`config.mk`:
```
export PLATFORM = sky130hd
export DESIGN_NAME = adcrs_top
export DESIGN_NICKNAME = d
export VERILOG_FILES = /design/src/adcrs_pkg.sv /design/src/adcrs_slot.sv /design/src/adcrs_compare.sv /design/src/adcrs_top.sv
export SDC_FILE = /design/constraint.sdc
export NUM_CORES = 1
export LEC_CHECK = 0
export BUFFER_PORTS_ARGS = -buffer_cell sky130_fd_sc_hd__buf_2
export CAP_MARGIN = 20
export CORE_MARGIN = 2
export CORE_UTILIZATION = 30
export DETAILED_ROUTE_END_ITERATION = 7
export PLACE_DENSITY = 0.51
export SLEW_MARGIN = 20
export SYNTH_ARGS = -nofsm -noshare
export SYNTH_HDL_FRONTEND = slang
export SYNTH_SLANG_ARGS = --single-unit
```
`constraint.sdc`:
```
create_clock -name sys_clk -period 1.6 [get_ports sys_clk]
set_input_delay 0.08 -clock sys_clk [delete_from_list [all_inputs] [get_ports sys_clk]]
set_output_delay 0.08 -clock sys_clk [all_outputs]
set_load 0.02 [all_outputs]
```
`src/adcrs_pkg.sv`:
```
/*
  Package of the converter result store: register offsets, field positions,
  reset values and interrupt status layout.
  Assumes an 8-bit register port with a 4-bit byte address.
*/
package adcrs_pkg;

  localparam int unsigned ADDR_W = 4;
  localparam int unsigned DATA_W = 8;
  localparam int unsigned RES_W  = 10;

  // register offsets
  localparam logic [3:0] OFS_RES6_LOW   = 4'h0;
  localparam logic [3:0] OFS_RES6_HIGH  = 4'h1;
  localparam logic [3:0] OFS_RES7_LOW   = 4'h2;
  localparam logic [3:0] OFS_RES7_HIGH  = 4'h3;
  localparam logic [3:0] OFS_PRIO_LOW   = 4'h4;
  localparam logic [3:0] OFS_PRIO_HIGH  = 4'h5;
  localparam logic [3:0] OFS_CMP0_LOW   = 4'h6;
  localparam logic [3:0] OFS_CMP0_HIGH  = 4'h7;
  localparam logic [3:0] OFS_MON_CTRL   = 4'h8;
  localparam logic [3:0] OFS_IRQ_STATUS = 4'h9;
  localparam logic [3:0] OFS_IRQ_MASK   = 4'hA;

  // lower byte fields
  localparam int unsigned LOW_RES_MSB   = 7;
  localparam int unsigned LOW_RES_LSB   = 6;
  localparam int unsigned LOW_OVR_BIT   = 1;
  localparam int unsigned LOW_STORE_BIT = 0;
  // upper byte holds result bits 9..2
  localparam int unsigned HIGH_RES_MSB  = 9;
  localparam int unsigned HIGH_RES_LSB  = 2;

  // monitor control field
  localparam int unsigned MON_EN_BIT = 0;

  // interrupt status layout: stored flags 0..2, overrun flags 3..5
  localparam int unsigned NUM_SLOTS    = 3;
  localparam int unsigned IRQ_W        = 6;
  localparam int unsigned IRQ_STORE_LSB = 0;
  localparam int unsigned IRQ_OVR_LSB   = 3;

  localparam int unsigned SLOT_RES6 = 0;
  localparam int unsigned SLOT_RES7 = 1;
  localparam int unsigned SLOT_PRIO = 2;

  // reset values
  localparam logic [9:0] RST_RESULT  = 10'h000;
  localparam logic [9:0] RST_COMPARE = 10'h000;
  localparam logic [7:0] RST_BYTE    = 8'h00;
  localparam logic [5:0] RST_IRQ     = 6'h00;
  localparam logic       RST_FLAG    = 1'b0;

endpackage : adcrs_pkg

```
`src/adcrs_slot.sv`:
```
/*
  One result slot: 10-bit result, result-stored flag and overrun flag.
  Assumes store and read strobes are single-cycle pulses on sys_clk.
*/
`timescale 1ns/100ps
module adcrs_slot (
  input  wire logic       sys_clk,
  input  wire logic       rst_n,
  input  wire logic       store,
  input  wire logic [9:0] store_data,
  input  wire logic       rd_low,
  input  wire logic       rd_high,
  output logic      [9:0] result_q,
  output logic            stored_q,
  output logic            overrun_q,
  output logic            overrun_evt
);

  logic high_read_q;
  logic unread_q;

  // overwrite before both bytes were read since the last store
  assign overrun_evt = store && unread_q && !(rd_low && (high_read_q || rd_high)); // RL5

  always_ff @(posedge sys_clk or negedge rst_n) begin
    if (!rst_n) begin
      result_q <= adcrs_pkg::RST_RESULT;
    end else if (store) begin
      result_q <= store_data;
    end
  end

  // set wins over the clearing read
  always_ff @(posedge sys_clk or negedge rst_n) begin
    if (!rst_n) begin
      stored_q <= adcrs_pkg::RST_FLAG;
    end else if (store) begin
      stored_q <= 1'b1; // RL3
    end else if (rd_low) begin
      stored_q <= 1'b0; // RL4
    end
  end

  always_ff @(posedge sys_clk or negedge rst_n) begin
    if (!rst_n) begin
      overrun_q <= adcrs_pkg::RST_FLAG;
    end else if (overrun_evt) begin
      overrun_q <= 1'b1; // RL5
    end else if (rd_low) begin
      overrun_q <= 1'b0; // RL6
    end
  end

  // tracks whether both bytes have been read since the last store
  always_ff @(posedge sys_clk or negedge rst_n) begin
    if (!rst_n) begin
      high_read_q <= adcrs_pkg::RST_FLAG;
      unread_q    <= adcrs_pkg::RST_FLAG;
    end else if (store) begin
      high_read_q <= 1'b0;
      unread_q    <= 1'b1;
    end else begin
      if (rd_high) begin
        high_read_q <= 1'b1;
      end
      if (rd_low && (high_read_q || rd_high)) begin
        unread_q <= 1'b0;
      end
    end
  end

endmodule : adcrs_slot

```
`src/adcrs_compare.sv`:
```
/*
  Software-writable 10-bit comparison value, written as two bytes.
  Assumes write strobes are single-cycle pulses on sys_clk.
*/
`timescale 1ns/100ps
module adcrs_compare (
  input  wire logic       sys_clk,
  input  wire logic       rst_n,
  input  wire logic       wr_low,
  input  wire logic       wr_high,
  input  wire logic [7:0] wr_data,
  output logic      [9:0] value_q
);

  always_ff @(posedge sys_clk or negedge rst_n) begin
    if (!rst_n) begin
      value_q <= adcrs_pkg::RST_COMPARE;
    end else begin
      if (wr_high) begin
        value_q[9:2] <= wr_data; // RL8
      end
      if (wr_low) begin
        value_q[1:0] <= wr_data[7:6]; // RL8
      end
    end
  end

endmodule : adcrs_compare

```
`src/adcrs_top.sv`:
```
/*
  Converter result store: two normal result slots, one top-priority slot,
  comparison register 0, monitor enable, and a read-cleared interrupt status.
  Assumes the conversion core presents each result as a one-cycle strobe, and
  software uses an 8-bit register port with read data one cycle after the read.
*/
`timescale 1ns/100ps
// Behaviour
// RL1: lower byte bits 7:6 hold result bits 1:0; bits 5:2 read zero.
// RL2: upper byte holds result bits 9:2 of the same slot.
// RL3: storing a result sets that slot's result-stored flag.
// RL4: reading the lower byte clears the slot's result-stored flag.
// RL5: store over a slot not fully read sets its overrun flag.
// RL6: reading the overrun flag clears it; one means overrun happened.
// RL7: software reads upper byte first, then lower byte.
// RL8: comparison pair holds writable 10-bit value, unused lower bits read zero.
// RL9: software changes comparison value only while the monitor is disabled.
// RL10: top-priority results go to their own slot with separate flags.
module adcrs_top (
  input  wire logic       sys_clk,
  input  wire logic       rst_n,
  // conversion core
  input  wire logic       conv_valid,
  input  wire logic [9:0] conv_data,
  input  wire logic       conv_priority,
  input  wire logic       conv_slot_sel,
  // register port
  input  wire logic [3:0] reg_addr,
  input  wire logic [7:0] reg_wdata,
  input  wire logic       reg_wr,
  input  wire logic       reg_rd,
  output logic      [7:0] reg_rdata,
  // to monitor logic, and the masked interrupt request
  output logic      [9:0] compare0_value,
  output logic            monitor_enable_bit,
  output logic            irq
);

  localparam int unsigned N = adcrs_pkg::NUM_SLOTS;

  logic [N-1:0] slot_store;
  logic [N-1:0] slot_rd_low;
  logic [N-1:0] slot_rd_high;
  logic [9:0]   slot_result [N];
  logic [N-1:0] slot_stored;
  logic [N-1:0] slot_overrun;
  logic [N-1:0] slot_ovr_evt;

  logic [5:0]   irq_status_q;
  logic [5:0]   irq_status_d;
  logic [5:0]   irq_mask_q;
  logic [5:0]   irq_events;
  logic         mon_en_q;
  logic [7:0]   rdata_d;
  logic [7:0]   rdata_q;
  logic         cmp_wr_low;
  logic         cmp_wr_high;
  logic         rd_status;

  // route the incoming result to exactly one slot
  always_comb begin
    slot_store = '0;
    if (conv_valid) begin
      if (conv_priority) begin
        slot_store[adcrs_pkg::SLOT_PRIO] = 1'b1; // RL10
      end else if (conv_slot_sel) begin
        slot_store[adcrs_pkg::SLOT_RES7] = 1'b1;
      end else begin
        slot_store[adcrs_pkg::SLOT_RES6] = 1'b1;
      end
    end
  end

  // read side effects per slot
  always_comb begin
    slot_rd_low  = '0;
    slot_rd_high = '0;
    if (reg_rd) begin
      unique case (reg_addr)
        adcrs_pkg::OFS_RES6_LOW:  slot_rd_low[adcrs_pkg::SLOT_RES6]  = 1'b1;
        adcrs_pkg::OFS_RES6_HIGH: slot_rd_high[adcrs_pkg::SLOT_RES6] = 1'b1;
        adcrs_pkg::OFS_RES7_LOW:  slot_rd_low[adcrs_pkg::SLOT_RES7]  = 1'b1;
        adcrs_pkg::OFS_RES7_HIGH: slot_rd_high[adcrs_pkg::SLOT_RES7] = 1'b1;
        adcrs_pkg::OFS_PRIO_LOW:  slot_rd_low[adcrs_pkg::SLOT_PRIO]  = 1'b1;
        adcrs_pkg::OFS_PRIO_HIGH: slot_rd_high[adcrs_pkg::SLOT_PRIO] = 1'b1;
        default: ;
      endcase
    end
  end

  genvar g;
  generate
    for (g = 0; g < N; g++) begin : g_slot
      adcrs_slot u_slot (
        .sys_clk     (sys_clk),
        .rst_n       (rst_n),
        .store       (slot_store[g]),
        .store_data  (conv_data),
        .rd_low      (slot_rd_low[g]),
        .rd_high     (slot_rd_high[g]),
        .result_q    (slot_result[g]),
        .stored_q    (slot_stored[g]),
        .overrun_q   (slot_overrun[g]),
        .overrun_evt (slot_ovr_evt[g])
      );
    end
  endgenerate

  assign cmp_wr_low  = reg_wr && (reg_addr == adcrs_pkg::OFS_CMP0_LOW);
  assign cmp_wr_high = reg_wr && (reg_addr == adcrs_pkg::OFS_CMP0_HIGH);

  // value is accepted whatever the monitor state; software keeps it stable
  adcrs_compare u_compare (
    .sys_clk (sys_clk),
    .rst_n   (rst_n),
    .wr_low  (cmp_wr_low),
    .wr_high (cmp_wr_high),
    .wr_data (reg_wdata),
    .value_q (compare0_value)
  ); // RL9

  always_ff @(posedge sys_clk or negedge rst_n) begin
    if (!rst_n) begin
      mon_en_q <= adcrs_pkg::RST_FLAG;
    end else if (reg_wr && (reg_addr == adcrs_pkg::OFS_MON_CTRL)) begin
      mon_en_q <= reg_wdata[adcrs_pkg::MON_EN_BIT];
    end
  end

  assign monitor_enable_bit = mon_en_q;

  always_ff @(posedge sys_clk or negedge rst_n) begin
    if (!rst_n) begin
      irq_mask_q <= adcrs_pkg::RST_IRQ;
    end else if (reg_wr && (reg_addr == adcrs_pkg::OFS_IRQ_MASK)) begin
      irq_mask_q <= reg_wdata[5:0];
    end
  end

  // sticky events; a read clears, a same-cycle event survives the read
  assign irq_events = {slot_ovr_evt, slot_store};
  assign rd_status  = reg_rd && (reg_addr == adcrs_pkg::OFS_IRQ_STATUS);

  always_comb begin
    irq_status_d = irq_status_q;
    if (rd_status) begin
      irq_status_d = '0;
    end
    irq_status_d = irq_status_d | irq_events;
  end

  always_ff @(posedge sys_clk or negedge rst_n) begin
    if (!rst_n) begin
      irq_status_q <= adcrs_pkg::RST_IRQ;
    end else begin
      irq_status_q <= irq_status_d;
    end
  end

  assign irq = |(irq_status_q & irq_mask_q);

  // lower byte: result bits 1:0 on 7:6, zeros on 5:2, overrun, stored
  function automatic logic [7:0] adcrs_low_byte(input logic [9:0] res,
                                                input logic       ovr,
                                                input logic       stored);
    adcrs_low_byte = {res[1:0], 4'h0, ovr, stored}; // RL1 RL6
  endfunction : adcrs_low_byte

  // read mux captures the value before any read-clear takes effect
  always_comb begin
    rdata_d = adcrs_pkg::RST_BYTE;
    if (reg_rd) begin
      unique case (reg_addr)
        adcrs_pkg::OFS_RES6_LOW:
          rdata_d = adcrs_low_byte(slot_result[adcrs_pkg::SLOT_RES6],
                                   slot_overrun[adcrs_pkg::SLOT_RES6],
                                   slot_stored[adcrs_pkg::SLOT_RES6]); // RL1
        adcrs_pkg::OFS_RES6_HIGH:
          rdata_d = slot_result[adcrs_pkg::SLOT_RES6][9:2]; // RL2
        adcrs_pkg::OFS_RES7_LOW:
          rdata_d = adcrs_low_byte(slot_result[adcrs_pkg::SLOT_RES7],
                                   slot_overrun[adcrs_pkg::SLOT_RES7],
                                   slot_stored[adcrs_pkg::SLOT_RES7]); // RL1
        adcrs_pkg::OFS_RES7_HIGH:
          rdata_d = slot_result[adcrs_pkg::SLOT_RES7][9:2]; // RL2
        adcrs_pkg::OFS_PRIO_LOW:
          rdata_d = adcrs_low_byte(slot_result[adcrs_pkg::SLOT_PRIO],
                                   slot_overrun[adcrs_pkg::SLOT_PRIO],
                                   slot_stored[adcrs_pkg::SLOT_PRIO]); // RL10
        adcrs_pkg::OFS_PRIO_HIGH:
          rdata_d = slot_result[adcrs_pkg::SLOT_PRIO][9:2]; // RL2
        adcrs_pkg::OFS_CMP0_LOW:
          rdata_d = {compare0_value[1:0], 6'h00}; // RL8
        adcrs_pkg::OFS_CMP0_HIGH:
          rdata_d = compare0_value[9:2]; // RL8
        adcrs_pkg::OFS_MON_CTRL:
          rdata_d = {7'h00, mon_en_q};
        adcrs_pkg::OFS_IRQ_STATUS:
          rdata_d = {2'h0, irq_status_q};
        adcrs_pkg::OFS_IRQ_MASK:
          rdata_d = {2'h0, irq_mask_q};
        default:
          rdata_d = adcrs_pkg::RST_BYTE;
      endcase
    end
  end

  always_ff @(posedge sys_clk or negedge rst_n) begin
    if (!rst_n) begin
      rdata_q <= adcrs_pkg::RST_BYTE;
    end else begin
      rdata_q <= rdata_d;
    end
  end

  assign reg_rdata = rdata_q;

endmodule : adcrs_top

```
==> results by group <==
Detailed routing
  • Detailed-route DRC error count: 0
  • First-pass iteration count of the detailed router: 5
  • Routed wire length: about 9000 µm
  • Vias per cell: a little under 5
  • Average wire length per cell after detail routing: 17.5 µm
  • Number of DRC violations after detailed-routing iteration 0: 144
  • Routed via count: about 2500
  • Routed Antenna Nets: 0

Worst setup path
  • Worst path cell trace: mux2_2, and3_1, a311oi_1, a21oi_1
  • Number of buffer and inverter stages on the critical path: 0
  • Depth of the critical timing path with buffers and inverters included: 4
  • Capturing element of the worst setup path: reg_rdata[0]
  • Setup slack of the worst register-to-register path: 0.17 ns
  • R2r endpoint: reg_rdata[0]
  • Origin of the critical flop-to-flop path: irq_mask_q[0]
  • CP required: between 1.5 and 2 ns
  • Critical path launch point: irq_mask_q[0]
  • Kind of end point of the critical path: flop
  • Cell depth of the worst flop-to-flop path: 4
  • Maximum net fanout on the critical path: 3
  • Worst path max stage delay: 0.41 ns
  • Critical Setup Path Class: flop to flop
  • Nature of the critical path startpoint: flop
  • Worst path arrival time: 1.65 ns
  • Crit path max-delay cell type: sky130_fd_sc_hd__dfrtp_1
  • Largest delay share family, worst path: compound AO/OA/AOI/OAI gates

Logic synthesis
  • Post-synthesis net count: 319
  • Most used standard cell by instance count after synthesis: sky130_fd_sc_hd__dfrtp_1
  • Fraction of post-synthesis cell area in the top cell type by area: 54.5%
  • Cell accounting for the most synthesized area: sky130_fd_sc_hd__dfrtp_1
  • Largest cells by area after synthesis: sky130_fd_sc_hd__dfrtp_1, sky130_fd_sc_hd__mux2_2, sky130_fd_sc_hd__nand2_1
  • Share of synthesized registers carrying an async set or reset: 100%
  • Number of warnings reported in the yosys synthesis log: 0
  • Synth Flop Type: sky130_fd_sc_hd__dfrtp_1
  • Number of cells produced by synthesis: 290
  • Avg Cell Area, Syn: 11.6 µm²
  • Number of distinct standard cells referenced by the synthesized netlist: 40
  • Sequential-to-total area share from yosys stat: 54.5%
  • Total of flip-flops plus latches after synthesis: 73
  • Number of enable-type register cells in the synthesized netlist: 0
  • Cell area after synthesis: about 3400 µm²
  • Most used standard cells in the synthesized netlist: sky130_fd_sc_hd__dfrtp_1, sky130_fd_sc_hd__nand2_1, sky130_fd_sc_hd__mux2_2

CTS
  • TritonCTS clock tree: done
  • Clock Sink Count: 73
  • Number of clock buffers inserted by TritonCTS: 9
  • Clock input transition at the sequential cells of the worst setup and hold paths: 0.08 ns
  • Buffer cell driving the clock tree root: sky130_fd_sc_hd__clkbuf_8
  • Worst-skew pair later-pin latency: 0.35 ns
  • Maximum root-to-sink buffer count: 2
  • Buffer count from post-CTS setup fixing: 0
  • Maximum level of the CTS H-tree: 3

Timing
  • Final hold violation count: 0
  • Max-Slew Margin vs Limit: 70.9%
  • Shortest clock period the worst path allows after layout: 1.43 ns
  • Setup violations, final: 0
  • Number of pins exceeding their max-slew limit in the final report: 0
  • Period utilisation layout: 89.5%
  • Slew @ Worst Pin: 0.434 ns
  • Highest clock rate: between 0.6 and 0.7 GHz
  • Hold slack: roughly 0.0008 ns
  • Unrepaired setup endpoints after global routing: false
  • Final worst clock skew: slightly above 0.006 ns
  • Setup TNS after final layout: 0 ns

Cells and area
  • Final non-filler cell total: a little over 500
  • Fill count: between 1000 and 1500
  • Area grow syn2layout: 28.4%
  • # diodes: 0
  • Layout cells sized above 1: 36.1%
  • Final #Nets: 401

Placed design
  • Final weighted congestion in routability-driven placement: 0.830
  • DP Cell Count: 482
  • Post-DP HPWL: 6740 µm
  • Count of input and output buffers: 48

Power
  • Pwr/cell area: 1190 nW/µm²
  • Worst voltage drop across the vdd grid: 0.430 mV
  • Sw frac: 26.8%
  • Switching power of the nets: ~0.0014 W
  • Share of total power in sequential cells: between 40% and 50%
  • Reported leakage power: 1.99 nW
  • Relative contribution of the clock network to total power: 36.1%
  • Comb pwr share: 18.2%
  • Internal power: roughly 0.0038 W

Die
  • Effective utilization at floorplan: 30.8%
  • Number of primary I/O pins: 49
  • CORE AREA: approximately 11000 µm²
  • Die area: roughly 12000 µm²
  • Height of the die: between 100 and 150 µm
  • Rows: 38
  • Horizontal die dimension: 110 µm

Run
  • Max cap viols: 0

Run status
  • Outcome: complete, no violations

Min path
  • Hold path start: reg_wdata[6]
  • Worst min path class: input port to flop

GRT
  • Number of antenna violations at the first check in global routing: 0
  • Global routing usage summed across all routing layers: 16.4%
  • Wire length of the first global-routing pass: ~14000 µm
  • Maximum number of pins on one net before global-route repair: 28
  • Via count of the first global-routing pass: 2664
  • Overflow left after global routing: 0
## power groups by stage
stage               combinational (W)  clock, W  sequential, W
floorplan                    0.000495         0        0.00239
global placement             0.000894         0        0.00238
detailed placement           0.000913         0        0.00238
CTS                          0.000950   0.00189        0.00234
global route                  0.00103   0.00195        0.00239
finish                       0.000936   0.00186        0.00234
## routing by layer
metal / wire length [µm] / GRT usage (%) / up-vias
met5: 0 / 0 / -
met4: 100 / 4.88 / 0
met3: 475 / 3.73 / 9
met2: 4020 / 25.2 / 68
met1: 4470 / 23.1 / 1268
li1: - / - / 1204
## placed cells by master (no fill, tap or decap), drive strengths merged, types with 3 or more instances in the layout
cell	instances
nor2b	9
nor2	8
clkbuf	12
nand3b	3
dlygate4sd3	19
buf	67
a21o	4
mux2	49
a222oi	3
and3	4
mux2i	4
nand2	60
a32o	3
a22oi	5
nor3b	3
bufinv	3
a31oi	3
nand3	7
a21oi	10
a22o	5
nand4	3
dfrtp	73
## through the flow
stage / utilization, % / cell area (µm²) / power [W] / setup slack [ns]
finish: 39.5 / 4300 / 0.00514 / 0.168
global route: 39.5 / 4300 / 0.00537 / 0.0912
CTS: 39.5 / 4300 / 0.00519 / 0.179
detailed placement: 35.4 / 3850 / 0.00329 / 0.146
global placement: 35.4 / 3850 / 0.00327 / 0.174
floorplan: - / 3350 / 0.00288 / 0.284
## registers in the layout, summed over array words and instances (netlist names)
register,flops
g_slot.u_slot.unread_q,3
irq_status_q,6
u_compare.value_q,10
g_slot.u_slot.overrun_q,3
monitor_enable_bit,1
reg_rdata,8
g_slot.u_slot.stored_q,3
g_slot.u_slot.result_q,30
g_slot.u_slot.high_read_q,3
irq_mask_q,6
## worst min-delay path by stage
| stage | cells past startpoint | to | slack [ns] |
|---|---|---|---|
| finish | 2 | u_compare.value_q[8] | 0.0008 |
| global route | 2 | u_compare.value_q[8] | 0.01 |
| CTS | 2 | u_compare.value_q[8] | 0.0002 |
| detailed placement | 1 | g_slot[0].u_slot.result_q[2] | 0.02 |
| global placement | 1 | g_slot[0].u_slot.result_q[2] | 0.01 |
| floorplan | 0 | g_slot[0].u_slot.high_read_q | -0.22 |
## cells by family after synthesis
logic type,after synthesis,share of synthesized area (%)
AO/OA/AOI/OAI,43,9.52
flip-flops,73,54.5
multiplexers,53,17.7
AND/OR/NAND/NOR,105,15.6
buffers and inverters,16,2.69
## timing repair
| action | CTS | global route |
|---|---|---|
| hold buffers | 19 | 0 |
| gates resized for setup | 0 | 0 |
| endpoints found under the hold margin | 91 | 0 |
## cell type report
class	count	area, µm²	area share, %
flip-flops and latches	73	1830	42.5
multi-input cells	201	1430	33.3
repair buffers	86	601	14.0
well taps	140	175	4.07
clock buffers	12	165	3.84
clock inverters	4	97.6	2.27
inverters	1	3.75	0.0872
No activity file was read; power rests on OpenSTA's default activity.
